===== config.mk =====
export PLATFORM = sky130hd
export DESIGN_NAME = supervisor_port
export DESIGN_NICKNAME = d
export VERILOG_FILES = /design/src/design/supervisor_port_pkg.sv /design/src/design/watchdog_core.sv /design/src/design/supervisor_port.sv
export VERILOG_INCLUDE_DIRS = /design/src /design/src/design
export SDC_FILE = /design/constraint.sdc
export NUM_CORES = 1
export LEC_CHECK = 0
export BUFFER_PORTS_ARGS = -buffer_cell sky130_fd_sc_hd__buf_2
export CAP_MARGIN = 20
export CORE_MARGIN = 2
export CORE_UTILIZATION = 47
export CTS_CLUSTER_SIZE = 16
export DETAILED_ROUTE_END_ITERATION = 16
export HOLD_SLACK_MARGIN = 0.15
export PLACE_DENSITY = 0.67
export SYNTH_ARGS = -nofsm -noshare
export SYNTH_HDL_FRONTEND = slang
export SYNTH_SLANG_ARGS = --single-unit

===== constraint.sdc =====
create_clock -name clk -period 6 [get_ports clk]
set_input_delay 0.3 -clock clk [delete_from_list [all_inputs] [get_ports clk]]
set_output_delay 0.3 -clock clk [all_outputs]
set_load 0.02 [all_outputs]

===== src/design/supervisor_port_cfg.svh =====
// Constants of the supervisory port: address, bit positions, reset and watchdog timing.
// Assumes a 50 MHz system clock and an ISA-style 10-bit I/O address.
`ifndef SUPERVISOR_PORT_CFG_SVH
`define SUPERVISOR_PORT_CFG_SVH

`define SUP_PORT_ADDR        10'h201
`define SUP_PORT_RESET       8'h00
`define SUP_BIT_WDG_EN       0
`define SUP_BIT_WDG_REFRESH  1
`define SUP_BIT_VPP_SEL      2
`define SUP_BIT_RS485_DIR    3
`define SUP_BIT_PRN_DIR      4
`define SUP_BIT_ALT_BANK     5
`define SUP_CLK_HZ           50000000
`define SUP_WDG_TIMEOUT_MS   1600
`define SUP_WDG_TIMEOUT_CYC  ((`SUP_CLK_HZ / 1000) * `SUP_WDG_TIMEOUT_MS)
`define SUP_RST_PULSE_CYC    64

`endif


===== src/design/supervisor_port_pkg.sv =====
// Types shared by the supervisory port design.
// Assumes the constants header is compiled alongside.
package supervisor_port_pkg;
    typedef logic [7:0] port_byte_t;
    typedef enum logic [2:0] {
        WDG_OFF   = 3'b001,
        WDG_RUN   = 3'b010,
        WDG_RESET = 3'b100
    } wdg_state_t;
endpackage


===== src/design/watchdog_core.sv =====
// Watchdog timer core: timeout counter and reset pulse generator.
// Assumes enable and refresh come from same-clock registers.
`timescale 1ns/1ps
`include "supervisor_port_cfg.svh"
module watchdog_core #(
    parameter int TIMEOUT_CYC = `SUP_WDG_TIMEOUT_CYC,
    parameter int PULSE_CYC   = `SUP_RST_PULSE_CYC
) (
    input  wire logic clk,
    input  wire logic sys_rst,
    input  wire logic clk_en,
    input  wire logic wdg_active,
    input  wire logic refresh_bit,
    output logic      wdg_reset
);
    import supervisor_port_pkg::*;

    wdg_state_t  state_r, state_nxt;
    logic [31:0] cnt_r, cnt_nxt;
    logic        last_ref_r, last_ref_nxt;

    always_comb begin
        state_nxt    = state_r;
        cnt_nxt      = cnt_r;
        last_ref_nxt = refresh_bit;
        unique case (state_r)
            WDG_OFF: begin
                cnt_nxt = '0;
                if (wdg_active) begin
                    state_nxt = WDG_RUN;
                end
            end
            WDG_RUN: begin
                if (!wdg_active) begin
                    state_nxt = WDG_OFF;
                    cnt_nxt   = '0;
                end else if (refresh_bit != last_ref_r) begin
                    cnt_nxt = '0;
                end else if (cnt_r >= 32'(TIMEOUT_CYC - 1)) begin
                    state_nxt = WDG_RESET;
                    cnt_nxt   = '0;
                end else begin
                    cnt_nxt = cnt_r + 32'd1;
                end
            end
            WDG_RESET: begin
                if (cnt_r >= 32'(PULSE_CYC - 1)) begin
                    state_nxt = WDG_OFF;
                    cnt_nxt   = '0;
                end else begin
                    cnt_nxt = cnt_r + 32'd1;
                end
            end
            default: begin
                state_nxt = WDG_OFF;
                cnt_nxt   = '0;
            end
        endcase
    end

    always_ff @(posedge clk or posedge sys_rst) begin
        if (sys_rst) begin
            state_r    <= WDG_OFF;
            cnt_r      <= '0;
            last_ref_r <= 1'b0;
        end else if (clk_en) begin
            state_r    <= state_nxt;
            cnt_r      <= cnt_nxt;
            last_ref_r <= last_ref_nxt;
        end
    end

    assign wdg_reset = (state_r == WDG_RESET);
endmodule // watchdog_core


===== src/design/supervisor_port.sv =====
// Supervisory I/O port: watchdog, programming voltage, RS-485 and printer direction,
// power-fail status and NMI routing, one byte at a fixed I/O address.
// Assumes a synchronous I/O strobe interface from bus logic on clk; straps and the
// detector pins are asynchronous and are synchronised here.
`timescale 1ns/1ps
`include "supervisor_port_cfg.svh"
module supervisor_port #(
    parameter int TIMEOUT_CYC = `SUP_WDG_TIMEOUT_CYC,
    parameter int PULSE_CYC   = `SUP_RST_PULSE_CYC
) (
    input  wire logic                      clk,
    input  wire logic                      sys_rst,
    input  wire logic                      clk_en,
    input  wire logic [9:0]                io_addr,
    input  wire logic                      io_wr,
    input  wire logic                      io_rd,
    input  wire supervisor_port_pkg::port_byte_t io_wdata,
    output supervisor_port_pkg::port_byte_t      io_rdata,
    output logic                           io_sel,
    input  wire logic                      watchdog_permit_strap,
    input  wire logic                      nmi_disable_strap,
    input  wire logic                      detect_source_strap,
    input  wire logic                      supply_detect_n,
    input  wire logic                      battery_detect_n,
    input  wire logic                      alternate_switch_bank,
    input  wire logic                      uart_rts,
    output logic                           iocheck_n,
    output logic                           rs485_tx_en,
    output logic                           vpp_12v_sel,
    output logic                           printer_data_in,
    output logic                           wdg_reset
);
    import supervisor_port_pkg::*;

    // Two-stage synchronisers for the asynchronous pins, one generate entry per pin except the NMI strap, which has its own pair below.
    localparam int NSYNC = 6;
    // The detector pins idle high, so their stages reset to one; a reset to zero would
    // report a false power fail and pull the NMI line for two cycles after every reset.
    localparam logic [NSYNC-1:0] SYNC_IDLE = 6'h0C;
    logic [NSYNC-1:0] async_in;
    logic [NSYNC-1:0] sync1_r, sync1_nxt;
    logic [NSYNC-1:0] sync2_r, sync2_nxt;
    assign async_in = {uart_rts, alternate_switch_bank, battery_detect_n,
                       supply_detect_n, detect_source_strap, watchdog_permit_strap};
    logic nmi_dis_s1_r, nmi_dis_s2_r;

    genvar gi;
    generate
        for (gi = 0; gi < NSYNC; gi++) begin : g_sync
            always_comb begin
                sync1_nxt[gi] = async_in[gi];
                sync2_nxt[gi] = sync1_r[gi];
            end
            always_ff @(posedge clk or posedge sys_rst) begin
                if (sys_rst) begin
                    sync1_r[gi] <= SYNC_IDLE[gi];
                    sync2_r[gi] <= SYNC_IDLE[gi];
                end else if (clk_en) begin
                    sync1_r[gi] <= sync1_nxt[gi];
                    sync2_r[gi] <= sync2_nxt[gi];
                end
            end
        end
    endgenerate

    always_ff @(posedge clk or posedge sys_rst) begin
        if (sys_rst) begin
            nmi_dis_s1_r <= 1'b0;
            nmi_dis_s2_r <= 1'b0;
        end else if (clk_en) begin
            nmi_dis_s1_r <= nmi_disable_strap;
            nmi_dis_s2_r <= nmi_dis_s1_r;
        end
    end

    logic permit_s, src_s, supply_s, battery_s, alt_bank_s, rts_s;
    assign permit_s   = sync2_r[0];
    assign src_s      = sync2_r[1];
    assign supply_s   = sync2_r[2];
    assign battery_s  = sync2_r[3];
    assign alt_bank_s = sync2_r[4];
    assign rts_s      = sync2_r[5];

    // Port register state.
    logic wdg_en_r, wdg_en_nxt;
    logic refresh_r, refresh_nxt;
    logic vpp_r, vpp_nxt;
    logic rs485_en_r, rs485_en_nxt;
    logic prn_dir_r, prn_dir_nxt;
    port_byte_t rdata_r, rdata_nxt;
    logic hit;
    logic power_fail_output;

    assign hit    = (io_addr == `SUP_PORT_ADDR);
    assign io_sel = hit & (io_rd | io_wr);

    // One comparator serves both supply and battery, so only one source is watched.
    assign power_fail_output = src_s ? battery_s : supply_s;

    always_comb begin
        wdg_en_nxt   = wdg_en_r;
        refresh_nxt  = refresh_r;
        vpp_nxt      = vpp_r;
        rs485_en_nxt = rs485_en_r;
        prn_dir_nxt  = prn_dir_r;
        rdata_nxt    = rdata_r;
        if (hit && io_wr) begin
            wdg_en_nxt   = io_wdata[`SUP_BIT_WDG_EN];
            refresh_nxt  = io_wdata[`SUP_BIT_WDG_REFRESH];
            vpp_nxt      = io_wdata[`SUP_BIT_VPP_SEL];
            rs485_en_nxt = io_wdata[`SUP_BIT_RS485_DIR];
            prn_dir_nxt  = io_wdata[`SUP_BIT_PRN_DIR];
        end
        // A watchdog reset restarts the whole board, so the five control bits clear with it; rdata_r keeps its value.
        if (wdg_reset) begin
            wdg_en_nxt   = 1'b0;
            refresh_nxt  = 1'b0;
            vpp_nxt      = 1'b0;
            rs485_en_nxt = 1'b0;
            prn_dir_nxt  = 1'b0;
        end
        if (hit && io_rd) begin
            rdata_nxt = 8'h00;
            rdata_nxt[`SUP_BIT_WDG_EN]      = wdg_en_r;
            rdata_nxt[`SUP_BIT_WDG_REFRESH] = refresh_r;
            rdata_nxt[`SUP_BIT_VPP_SEL]     = vpp_r;
            // Status is read regardless of the NMI strap; zero means failure.
            rdata_nxt[`SUP_BIT_RS485_DIR]   = power_fail_output;
            rdata_nxt[`SUP_BIT_ALT_BANK]    = alt_bank_s;
        end
    end

    always_ff @(posedge clk or posedge sys_rst) begin
        if (sys_rst) begin
            wdg_en_r   <= 1'b0;
            refresh_r  <= 1'b0;
            vpp_r      <= 1'b0;
            rs485_en_r <= 1'b0;
            prn_dir_r  <= 1'b0;
            rdata_r    <= `SUP_PORT_RESET;
        end else if (clk_en) begin
            wdg_en_r   <= wdg_en_nxt;
            refresh_r  <= refresh_nxt;
            vpp_r      <= vpp_nxt;
            rs485_en_r <= rs485_en_nxt;
            prn_dir_r  <= prn_dir_nxt;
            rdata_r    <= rdata_nxt;
        end
    end

    // Outputs other than io_sel, which is decoded directly from the bus inputs, are driven from registers or from registered pins only.
    logic iocheck_n_r, rs485_tx_r;
    always_ff @(posedge clk or posedge sys_rst) begin
        if (sys_rst) begin
            iocheck_n_r <= 1'b1;
            rs485_tx_r  <= 1'b0;
        end else if (clk_en) begin
            iocheck_n_r <= power_fail_output | nmi_dis_s2_r;
            rs485_tx_r  <= rs485_en_r & rts_s;
        end
    end

    assign io_rdata        = rdata_r;
    assign iocheck_n       = iocheck_n_r;
    assign rs485_tx_en     = rs485_tx_r;
    assign vpp_12v_sel     = vpp_r;
    assign printer_data_in = prn_dir_r;

    watchdog_core #(
        .TIMEOUT_CYC (TIMEOUT_CYC),
        .PULSE_CYC   (PULSE_CYC)
    ) u_wdg (
        .clk         (clk),
        .sys_rst     (sys_rst),
        .clk_en      (clk_en),
        .wdg_active  (wdg_en_r & permit_s),
        .refresh_bit (refresh_r),
        .wdg_reset   (wdg_reset)
    );
endmodule // supervisor_port


==> qor.txt, run 1 <==
Final WL: 6506 um
Top Ports: 44
Status: complete, no violations
Minimum clock period: 2.853 ns
Top_reg_cell synth: dfrtp_1
M2 GR Usage: 0.2949
Worst setup slack after placement: 2.793 ns
Post-synthesis adder-cell area fraction: 0.003880
PD cells: 245.4 mW/mm^2
Worst EP required: 6.27 ns
Worst Slack Setup Final: 3.147 ns
Global routing met3 resource utilization: 0.03429
Synth Area in Simple Gates: 0.2177
Placer Congestion: 0.8070
Critical path fanouts, max: 49
Area delta synth->final: 12.81%
F_max: 350.5 MHz
Clock Latency Late Sink: 0.33 ns
Wire length per cell: 14.85 um
Hold Vio Cnt, Final: 0
Total Routing Usage GR: 0.1876
Sink Count: 62
MaxCap Viol Count: 0
Initial core utilization: 0.4799
Worst setup SP type: input port
Clk Tree Root Cell: clkbuf_8
Post CTS Setup Buffer Count: 0
Fin Clk Skew: 0.009372 ns
Drt drc: 0
Arrival time worst endpoint: 3.12 ns
Post-Syn Area: 0.003224 sq mm
Slowest CP cell: nor4_1
Period Utilization, post-route: 0.4756
HP Class: input port to asynchronous set/reset pin
Max clock buf depth: 2
Mux contribution to synthesized area: 0.08615
Cell accounting for the most synthesized area: dfrtp_1
# setup viols final: 0
Most used routing layer: met2
Core Region: 0.006719 sq mm
Met1 Resource Use GR: 0.2541
Avg Cell Area, Syn: 10.14 sq um
Worst VDD drop: 0.1567 mV
Unrepaired setup endpoints after global routing: false
Most common cell in the netlist: dfrtp_1
Final ANT Viol Nets: 0
DRT iter0 DRCs: 169
Largest stage delay, worst path: 0.81 ns
Worst slew pin tran: 0.8758 ns
Routed vias/inst: 5.854
DIE HEIGHT: 86.83 um
Die ar.: 0.007539 sq mm
Post-synth ARST share: 1.000
Worst Setup End Kind: flip-flop
Leakage power: 0.001726 uW
Largest net degree at the start of global routing: 63
Post-synth EDFFs: 0
Share of cells above drive strength 1: 0.2514
Post-CTS Resized: 0
Sequential element share of the synthesized area: 0.4835
Num CTS Buffers: 9
Placed Instances: 422
Worst path top cell family by delay: simple AND/OR/NAND/NOR gates
Global-route wire length before repair: 11300 um
Synth Register Bits: 62
Hold-fix buffers, CTS: 0
Ys Warns: 0
Slew Viols, Final: 0
CP Class: input port to flip-flop
Overflow after GRT: 0
# nets final: 384
Worst path bufs/invs: 3
Post-synth cell types: 54
CTS H-tree lvls: 3
Antenna Cells: 0
Post-Synth XOR/XNOR Area: 0.005433
Antenna violations before repair: 0
Yosys top cell area share: 0.4346
Setup TNS: 0 ns
Vias in the first global route: 2469
Clock transition at path regs: 0.07 ns
Width of the die: 86.83 um
Layout Cells excl Fill: 438
CTS tree: done
Post-detail-place hpwl: 4417 um
Gate Count Post-Synth: 318
Synth area leaders: dfrtp_1 (43%), mux2_2 (7.7%), dfstp_2 (4.9%), and3_1 (3.3%), a21oi_1 (2.9%)
Slew Limit Headroom: 0.4161
Vias post-DR: 2564
CP Cell Sequence: buf_2, buf_4, inv_1, nor4_1, a31oi_4, or3b_1, a21bo_1
Compound-Gate Fraction of Synth Area: 0.1607
Most frequent cells after synthesis: dfrtp_1 (56), mux2_2 (22), a21oi_1 (19)
Largest family of logic cells by synthesized area: simple AND/OR/NAND/NOR gates
Port Buffers: 37
Detailed Routing Iterations Pass 1: 4
FP Rows: 30
cell families (layout without fill, tap and decap cells):
| family | after synthesis | after routing |
|---|---|---|
| AOI/OAI and AO/OA | 76 | 76 |
| xor gates and xnor gates | 2 | 2 |
| adders and majority gates | 1 | 1 |
| buffers and inverters | 30 | 68 |
| DFF | 62 | 62 |
| muxes | 25 | 25 |
| other | 1 | 3 |
| and+or+nand+nor | 121 | 121 |
state kept, by name, indices dropped and copies added (netlist names):
register / count
u_wdg.cnt_r: 32
sync1_r: 6
io_rdata: 5
u_wdg.state_r: 3
alt_bank_s: 1
battery_s: 1
iocheck_n: 1
nmi_dis_s1_r: 1
nmi_dis_s2_r: 1
permit_s: 1
printer_data_in: 1
refresh_r: 1
rs485_en_r: 1
rs485_tx_en: 1
rts_s: 1
src_s: 1
supply_s: 1
u_wdg.last_ref_r: 1
vpp_12v_sel: 1
wdg_en_r: 1
metal layers:
| layer | part of all wire | up-vias |
|---|---|---|
| met5 | 0 | - |
| met4 | 0.011 | 0 |
| met3 | 0.027 | 8 |
| met2 | 0.48 | 39 |
| met1 | 0.48 | 1270 |
| li1 | - | 1247 |
report_power, final:
part / switching [uW] / leakage [uW] / internal, uW / total, uW
Clock: 162 / 0.000100 / 191 / 353
Sequential: 18.3 / 0.000821 / 444 / 462
Combinational: 42.1 / 0.000804 / 35.3 / 77.5
worst paths after layout:
check / start / to / slack (ns) / depth (start not counted)
hold / removal: sys_rst / rs485_tx_en / 0.18 / 3
setup reg to reg: u_wdg.cnt_r[30] / u_wdg.cnt_r[16] / 3.20 / 6
min in group clk: alternate_switch_bank / sync1_r[4] / 0.20 / 2
max in group asynchronous: sys_rst / u_wdg.cnt_r[23] / 5.31 / 3
setup / recovery: clk_en / u_wdg.cnt_r[7] / 3.15 / 7
hold reg to reg: iocheck_n / iocheck_n / 0.49 / 2
per-stage QoR:
step	hold WS [ns]	instance area, sq um	util	total power [uW]
2_1_floorplan	0.4422	3232	-	525.0
3_3_place_gp	0.4750	3447	0.5130	544.6
6_report	0.1784	3637	0.5413	892.7
4_1_cts	0.1793	3637	0.5413	906.6
5_1_grt	0.1876	3637	0.5413	938.1
3_5_place_dp	0.4758	3447	0.5130	549.1
cell type report:
type | count | area [sq um]
Fill cell | 597 | 3082
Sequential cell | 62 | 1559
Multi-Input combinational cell | 228 | 1539
Timing Repair Buffer | 39 | 200.2
Clock buffer | 10 | 127.6
Tap cell | 80 | 100.1
Clock inverter | 6 | 62.56
Inverter | 13 | 48.80
placed cells by master (no fill, tap or decap), drive strengths merged, types with 2 or more instances in the layout:
master,n
a21o,10
nor3b,7
a21oi,19
and3,17
nand2,16
nand2b,3
dfrtp,56
o2bb2ai,5
mux2i,3
and4,4
inv,13
dfstp,6
nor4,9
buf,39
nand4,5
clkbuf,10
nor3,18
clkinv,5
conb,3
nand3,13
o21ai,23
nor2b,8
mux2,22
or4,2
nor2,9
a31oi,2
o41ai,6
or2,3
tightest hold or removal path, cell delays in order:
cell,delay [ns]
buf_2,0.10
inv_2,0.03
buf_4,0.59
Power figures use the tool's default switching activity.
==> inputs of run 2 (changes only) <==
--- a/config.mk
+++ b/config.mk
@@ -13,7 +13,7 @@
 export CTS_CLUSTER_SIZE = 16
 export DETAILED_ROUTE_END_ITERATION = 16
 export HOLD_SLACK_MARGIN = 0.15
-export PLACE_DENSITY = 0.67
+export PLACE_DENSITY = 0.7
 export SYNTH_ARGS = -nofsm -noshare
 export SYNTH_HDL_FRONTEND = slang
 export SYNTH_SLANG_ARGS = --single-unit
==> constraint.sdc (replaced) <==
create_clock -name clk -period 2.5 [get_ports clk]
set_input_delay 0.125 -clock clk [delete_from_list [all_inputs] [get_ports clk]]
set_output_delay 0.125 -clock clk [all_outputs]
set_load 0.02 [all_outputs]
==> run 2 against run 1 <==
Utilization rose by 5.5 points. First-iteration DRC count decreased by 9.5%. Sequential share of layout area down 4.0 points. Non-clock buffer count increased by 32. Critical path depth unchanged. Sequential power increased by 140%. Power grew to 2.8 times the previous value. Cell count is 7.3% higher. Wire length grew 13%. Clock-buffer cell count fell by 1. Design area up 10%. Register-to-register slack lost 3.1 ns.
==> qor.txt, run 2 (synthesized netlist as in run 1, its figures left out) <==
Status: complete, no violations
Total Routing Usage GR: 0.2092 (+0.02157)
DRT iter0 DRCs: 153 (-9.5%)
Unrepaired setup endpoints after global routing: false
Slew Viols, Final: 0 (unchanged)
Max FFs per register: 32 (unchanged)
Port Buffers: 37 (unchanged)
Drt drc: 0 (unchanged)
Wire length per cell: 15.71 um (+5.8%)
Met1 WL: 3373 um (+7.7%)
Clk Tree Root Cell: clkbuf_8
Met2 wire len: 3619 um (+16%)
Minimum clock period: 2.376 ns
Worst EP required: 2.74 ns (-3.53 ns)
Hold Crit Depth: 3
HP Class: input port to flip-flop
Num CTS Buffers: 9 (unchanged)
Detailed Routing Iterations Pass 1: 4 (unchanged)
Max layer used: met4
Initial core utilization: 0.4799 (unchanged)
Sink Count: 62 (unchanged)
Largest stage delay, worst path: 0.54 ns (-0.27 ns)
Worst Setup End Kind: flip-flop
Leakage power: 0.001912 uW (+11%)
Share of cells above drive strength 1: 0.2795 (+0.02809)
Worst path bufs/invs: 1 (-2)
Routed vias/inst: 5.760 (-1.6%)
MaxCap Viol Count: 0 (unchanged)
Critical path fanouts, max: 8 (-84%)
# nets final: 416 (+8.3%)
Worst setup SP type: flip-flop
WHS: 0.3293 ns (+0.1509 ns)
Final WL: 7383 um (+13%)
Clock Latency Late Sink: 0.35 ns (+0.02 ns)
PD cells: 627.6 mW/mm^2 (+160%)
Slowest CP cell: or4_1
Met3 wire len: 264 um (+48%)
Core Region: 0.006719 sq mm (unchanged)
Vias post-DR: 2707 (+5.6%)
Worst VDD drop: 0.5294 mV (+240%)
CP Class: flip-flop to flip-flop
F_max: 420.8 MHz
Arrival time worst endpoint: 2.62 ns (-0.50 ns)
Width of the die: 86.83 um (unchanged)
Hold path endpoint: io_rdata[0]
Most frequent cells in the layout: dfrtp_1 (56), buf_2 (37), mux2_2 (22)
CTS H-tree lvls: 3 (unchanged)
Overflow after GRT: 0 (unchanged)
Period Utilization, post-route: 0.9506
Biggest register: u_wdg.cnt_r
Post-detail-place hpwl: 4895 um (+11%)
Placer Congestion: 0.8780 (+8.8%)
Max clock buf depth: 2 (unchanged)
Post CTS Setup Buffer Count: 0 (unchanged)
Vias in the first global route: 2547 (+3.2%)
RR Startpoint: u_wdg.cnt_r[30]
CP startpoint: u_wdg.cnt_r[30]
Antenna violations before repair: 0 (unchanged)
Global-route wire length before repair: 12260 um (+8.5%)
DIE HEIGHT: 86.83 um (unchanged)
R2R depth: 7 (+1)
Worst path top cell family by delay: simple AND/OR/NAND/NOR gates
Largest net degree at the start of global routing: 49 (-22%)
# setup viols final: 0 (unchanged)
Die ar.: 0.007539 sq mm (unchanged)
Antenna Cells: 0 (unchanged)
Hold Path Origin: io_rd
CP Cell Sequence: or4_1, and4bb_2, o311ai_4, a31oi_4, buf_6, o21ai_1, mux2_2
Area delta synth->final: 24.37%
Top Ports: 44 (unchanged)
Fillcell total: 567 (-5.0%)
Fin Clk Skew: 0.01371 ns (+0.004339 ns)
CTS tree: done
Hold Vio Cnt, Final: 0 (unchanged)
Flop2flop setup slack: 0.12 ns (-3.08 ns)
Final ANT Viol Nets: 0 (unchanged)
Worst slew pin tran: 0.7308 ns (-0.1450 ns)
Most common cell after layout, fill and taps aside: dfrtp_1
Clock transition at path regs: 0.08 ns (about the same)
FP Rows: 30 (unchanged)
Slew Limit Headroom: 0.5128 (+0.09667)
Worst reg2reg endpoint: u_wdg.cnt_r[16]
Setup TNS: 0 ns (unchanged)
CP Depth: 7 (unchanged)
run 2: cell count changes in the layout (fill, tap and decap cells not counted), sizes merged:
cell / previous run / this run
buf: 39 / 57
bufinv: 1 / 4
clkbuf: 10 / 9
clkinv: 5 / 3
dlygate4sd3: 0 / 14
run 2: how the worst max path moves through the flow:
stage / to / slack [ns]
after floorplan: u_wdg.cnt_r[7] / 0.35
after global placement: u_wdg.cnt_r[7] / 0.18
after detailed placement: u_wdg.cnt_r[7] / 0.14
after CTS: u_wdg.cnt_r[7] / 0.13
after global routing: u_wdg.cnt_r[16] / 0.006
final: u_wdg.cnt_r[16] / 0.12
run 2: what timing repair did:
item | in CTS | in global routing
resized for setup | 0 | 3
hold buffers | 14 | 0
hold endpoints to repair | 34 | 0
endpoints found under the setup margin | 0 | 7
run 2: cell type report:
type | instances | area [sq um] | area share
repair buffers | 71 | 483.0 | 0.1204
clock inverters | 7 | 146.4 | 0.03651
multi-input cells | 228 | 1549 | 0.3863
well taps | 80 | 100.1 | 0.02496
flip-flops and latches | 62 | 1559 | 0.3888
inverters | 13 | 48.80 | 0.01217
clock buffers | 9 | 123.9 | 0.03089
run 2: report_power, final:
| part | total (uW) | leakage, uW | switching, uW | internal, uW |
|---|---|---|---|---|
| Sequential | 1110 | 0.000821 | 45.4 | 1060 |
| Clock | 1200 | 0.000134 | 431 | 768 |
| Combinational | 207 | 0.000958 | 106 | 101 |
run 2: per-layer routing:
metal / vias up / GRT usage
li1: 1311 / -
met1: 1325 / 0.2794
met2: 58 / 0.3324
met3: 13 / 0.04667
met4: 0 / 0.08097
met5: - / 0
run 2: metrics by stage:
step / power, uW / utilization / cell area (sq um) / instances / setup WS [ns]
floorplan: 1260 / - / 3232 / 320 / 0.3535
global placement: 1309 / 0.5331 / 3582 / 440 / 0.1827
detailed placement: 1317 / 0.5331 / 3582 / 440 / 0.1418
CTS: 2526 / 0.5942 / 3993 / 470 / 0.1313
global route: 2607 / 0.5968 / 4010 / 470 / 0.005591
finish: 2517 / 0.5968 / 4010 / 470 / 0.1235
run 2: worst register-to-register path, delay by kind of cell (launching register included):
kind / cells / cell delay [ns]
flip-flops: 1 / 0.37
buffers and inverters: 1 / 0.17
multiplexers: 1 / 0.29
AO/OA/AOI/OAI: 3 / 0.51
AND/OR/NAND/NOR: 2 / 0.93
==> inputs of run 3 (changes only) <==
--- a/config.mk
+++ b/config.mk
@@ -8,12 +8,14 @@
 export LEC_CHECK = 0
 export BUFFER_PORTS_ARGS = -buffer_cell sky130_fd_sc_hd__buf_2
 export CAP_MARGIN = 20
+export CELL_PAD_IN_SITES_DETAIL_PLACEMENT = 1
+export CELL_PAD_IN_SITES_GLOBAL_PLACEMENT = 1
 export CORE_MARGIN = 2
-export CORE_UTILIZATION = 47
+export CORE_UTILIZATION = 40
 export CTS_CLUSTER_SIZE = 16
 export DETAILED_ROUTE_END_ITERATION = 16
 export HOLD_SLACK_MARGIN = 0.15
-export PLACE_DENSITY = 0.7
+export PLACE_DENSITY_LB_ADDON = 0.1
 export SYNTH_ARGS = -nofsm -noshare
 export SYNTH_HDL_FRONTEND = slang
 export SYNTH_SLANG_ARGS = --single-unit
==> run 3 against run 2 <==
Combinational power about the same. Worst setup slack improved by 0.014 ns. Non-clock buffer count decreased by 2. Maximum frequency increased by 0.58%. Sequential power about the same. Utilization decreased by 8.7 points. Clock-buffer cell count unchanged.
==> qor.txt, run 3 (synthesized netlist as in run 1, its figures left out) <==
FP Rows: 32 (+6.7%)
Largest net degree at the start of global routing: 63 (+29%)
# setup viols final: 0 (unchanged)
Critical path fanouts, max: 8 (unchanged)
Core Region: 0.007767 sq mm (+16%)
Reg power frac: 0.499 (+0.058)
Global-route wire length before repair: 14470 um (+18%)
Fin Clk Skew: 0.01095 ns (-0.002759 ns)
Share of cells above drive strength 1: 0.2861 (+0.006595)
CP Class: flip-flop to flip-flop
Hold Vio Cnt, Final: 0 (unchanged)
Worst EP required: 2.73 ns (about the same)
DRT iter0 DRCs: 120 (-22%)
Minimum clock period: 2.363 ns (-0.01363 ns)
CTS tree: done
Worst slew pin tran: 0.7768 ns (+0.04603 ns)
Placer Congestion: 0.7946 (-9.5%)
Antenna violations before repair: 0 (unchanged)
Vias in the first global route: 2865 (+12%)
Final WL: 8511 um (+15%)
Slew Viols, Final: 0 (unchanged)
Switching share of power: 0.2685 (+0.03706)
Most frequent cells in the layout: dfrtp_1 (56), buf_2 (37), mux2_2 (22)
Final cell utilization of the core: 0.5101 (-0.08669)
Post-place instance area: 0.003595 sq mm (+0.35%)
Worst VDD drop: 0.3165 mV (-40%)
Period Utilization, post-route: 0.9451 (-0.005450)
Clock power share: 0.407 (-0.070)
Die ar.: 0.008795 sq mm (+17%)
Detailed Routing Iterations Pass 1: 4 (unchanged)
Area delta synth->final: 22.89%
MaxCap Viol Count: 0 (unchanged)
HP Class: input port to flip-flop
Arrival time worst endpoint: 2.59 ns (-0.03 ns)
Max clock buf depth: 2 (unchanged)
Top Ports: 44 (unchanged)
Biggest register: u_wdg.cnt_r
Antenna Cells: 0 (unchanged)
Post-detail-place hpwl: 5952 um (+22%)
# nets final: 414 (-0.48%)
Final Instance Area: 0.003963 sq mm (-1.2%)
Drt drc: 0 (unchanged)
Overflow after GRT: 0 (unchanged)
Wire length per cell: 17.37 um (+11%)
F_max: 423.2 MHz (+0.58%)
PD cells: 561.4 mW/mm^2 (-11%)
Most common cell after layout, fill and taps aside: dfrtp_1
Routed vias/inst: 5.549 (-3.7%)
Unrepaired setup endpoints after global routing: false
Worst setup slack after placement: 0.01570 ns (-0.1261 ns)
P_sw: 597.4 uW (+2.5%)
Combinational power share: 0.094 (+0.012)
Status: complete, no violations
Port Buffers: 37 (unchanged)
Total Routing Usage GR: 0.2109 (+0.001650)
DIE HEIGHT: 93.78 um (+8.0%)
Clk Tree Root Cell: clkbuf_8
Setup TNS: 0 ns (unchanged)
Internal power: 1627 uW (-16%)
Max FFs per register: 32 (unchanged)
Clock Latency Late Sink: 0.35 ns (about the same)
Clock transition at path regs: 0.08 ns (about the same)
Width of the die: 93.78 um (+8.0%)
Vias post-DR: 2719 (+0.44%)
Final ANT Viol Nets: 0 (unchanged)
Worst Slack Setup Final: 0.1372 ns (+0.01363 ns)
Slew Limit Headroom: 0.4821 (-0.03069)
Num CTS Buffers: 9 (unchanged)
Sink Count: 62 (unchanged)
Worst Setup End Kind: flip-flop
CTS H-tree lvls: 3 (unchanged)
Initial core utilization: 0.4151 (-0.06478)
Leakage power: 0.001868 uW (-2.3%)
Worst setup SP type: flip-flop
run 3: changes by cell type in the layout (fill, tap and decap cells not counted), sizes merged:
cell         delta
buf             -1
bufinv          -3
clkinv          +1
clkinvlp        +1
dlygate4sd3     -1
inv             +1
run 3: final timing paths:
kind                            startpoint  cells after the start         endpoint  slack [ns]
setup / recovery           u_wdg.cnt_r[30]                      7  u_wdg.cnt_r[16]        0.14
hold / removal                      clk_en                      3   u_wdg.cnt_r[1]        0.20
setup reg to reg           u_wdg.cnt_r[30]                      7  u_wdg.cnt_r[16]        0.14
hold reg to reg                  iocheck_n                      2        iocheck_n        0.50
max in group asynchronous          sys_rst                      4        refresh_r        1.44
min in group asynchronous          sys_rst                      4       sync1_r[5]        0.54
run 3: through the flow:
step / std cells / hold WS [ns] / power, uW
2_1_floorplan: 320 / 0.2672 / 1260
3_3_place_gp: 460 / 0.3579 / 1313
3_5_place_dp: 460 / 0.3626 / 1324
4_1_cts: 489 / 0.2015 / 2244
5_1_grt: 490 / 0.2062 / 2325
6_report: 490 / 0.1969 / 2225
run 3: area by class of cell:
class | instances | area [sq um]
Tap cell | 102 | 127.6
Clock inverter | 7 | 73.82
Clock buffer | 9 | 123.9
Multi-Input combinational cell | 228 | 1564
Inverter | 13 | 48.80
Timing Repair Buffer | 69 | 465.4
Fill cell | 913 | 3805
Sequential cell | 62 | 1559
run 3: timing repair:
action,4_1_cts,5_1_grt
hold buffers,13,0
setup buffers,0,1
pin swaps,0,2
setup endpoints to repair,1,13
gates resized for setup,1,6
hold endpoints to repair,68,0
run 3: power groups by stage:
stage	sequential (uW)	combinational, uW	clock, uW
global placement	1130	187	0
global route	1120	236	970
floorplan	1120	139	0
finish	1110	209	905
detailed placement	1130	195	0
CTS	1110	211	924
run 3: worst max-delay path, cell delays in order (launching register included):
cell and delay (ns):
dfrtp_1 0.38, or4_4 0.54, and4bb_4 0.36, o311ai_4 0.15
a31oi_4 0.27, buf_6 0.17, o21ai_1 0.08, mux2_2 0.30
run 3: layer usage:
layer | wire, um | vias to the layer above | GRT usage | share of wire
li1 | - | 1308 | - | -
met1 | 3915 | 1373 | 0.2717 | 0.46
met2 | 4309 | 32 | 0.3613 | 0.51
met3 | 219 | 6 | 0.04815 | 0.026
met4 | 67 | 0 | 0.04710 | 0.0079
met5 | 0 | - | 0 | 0
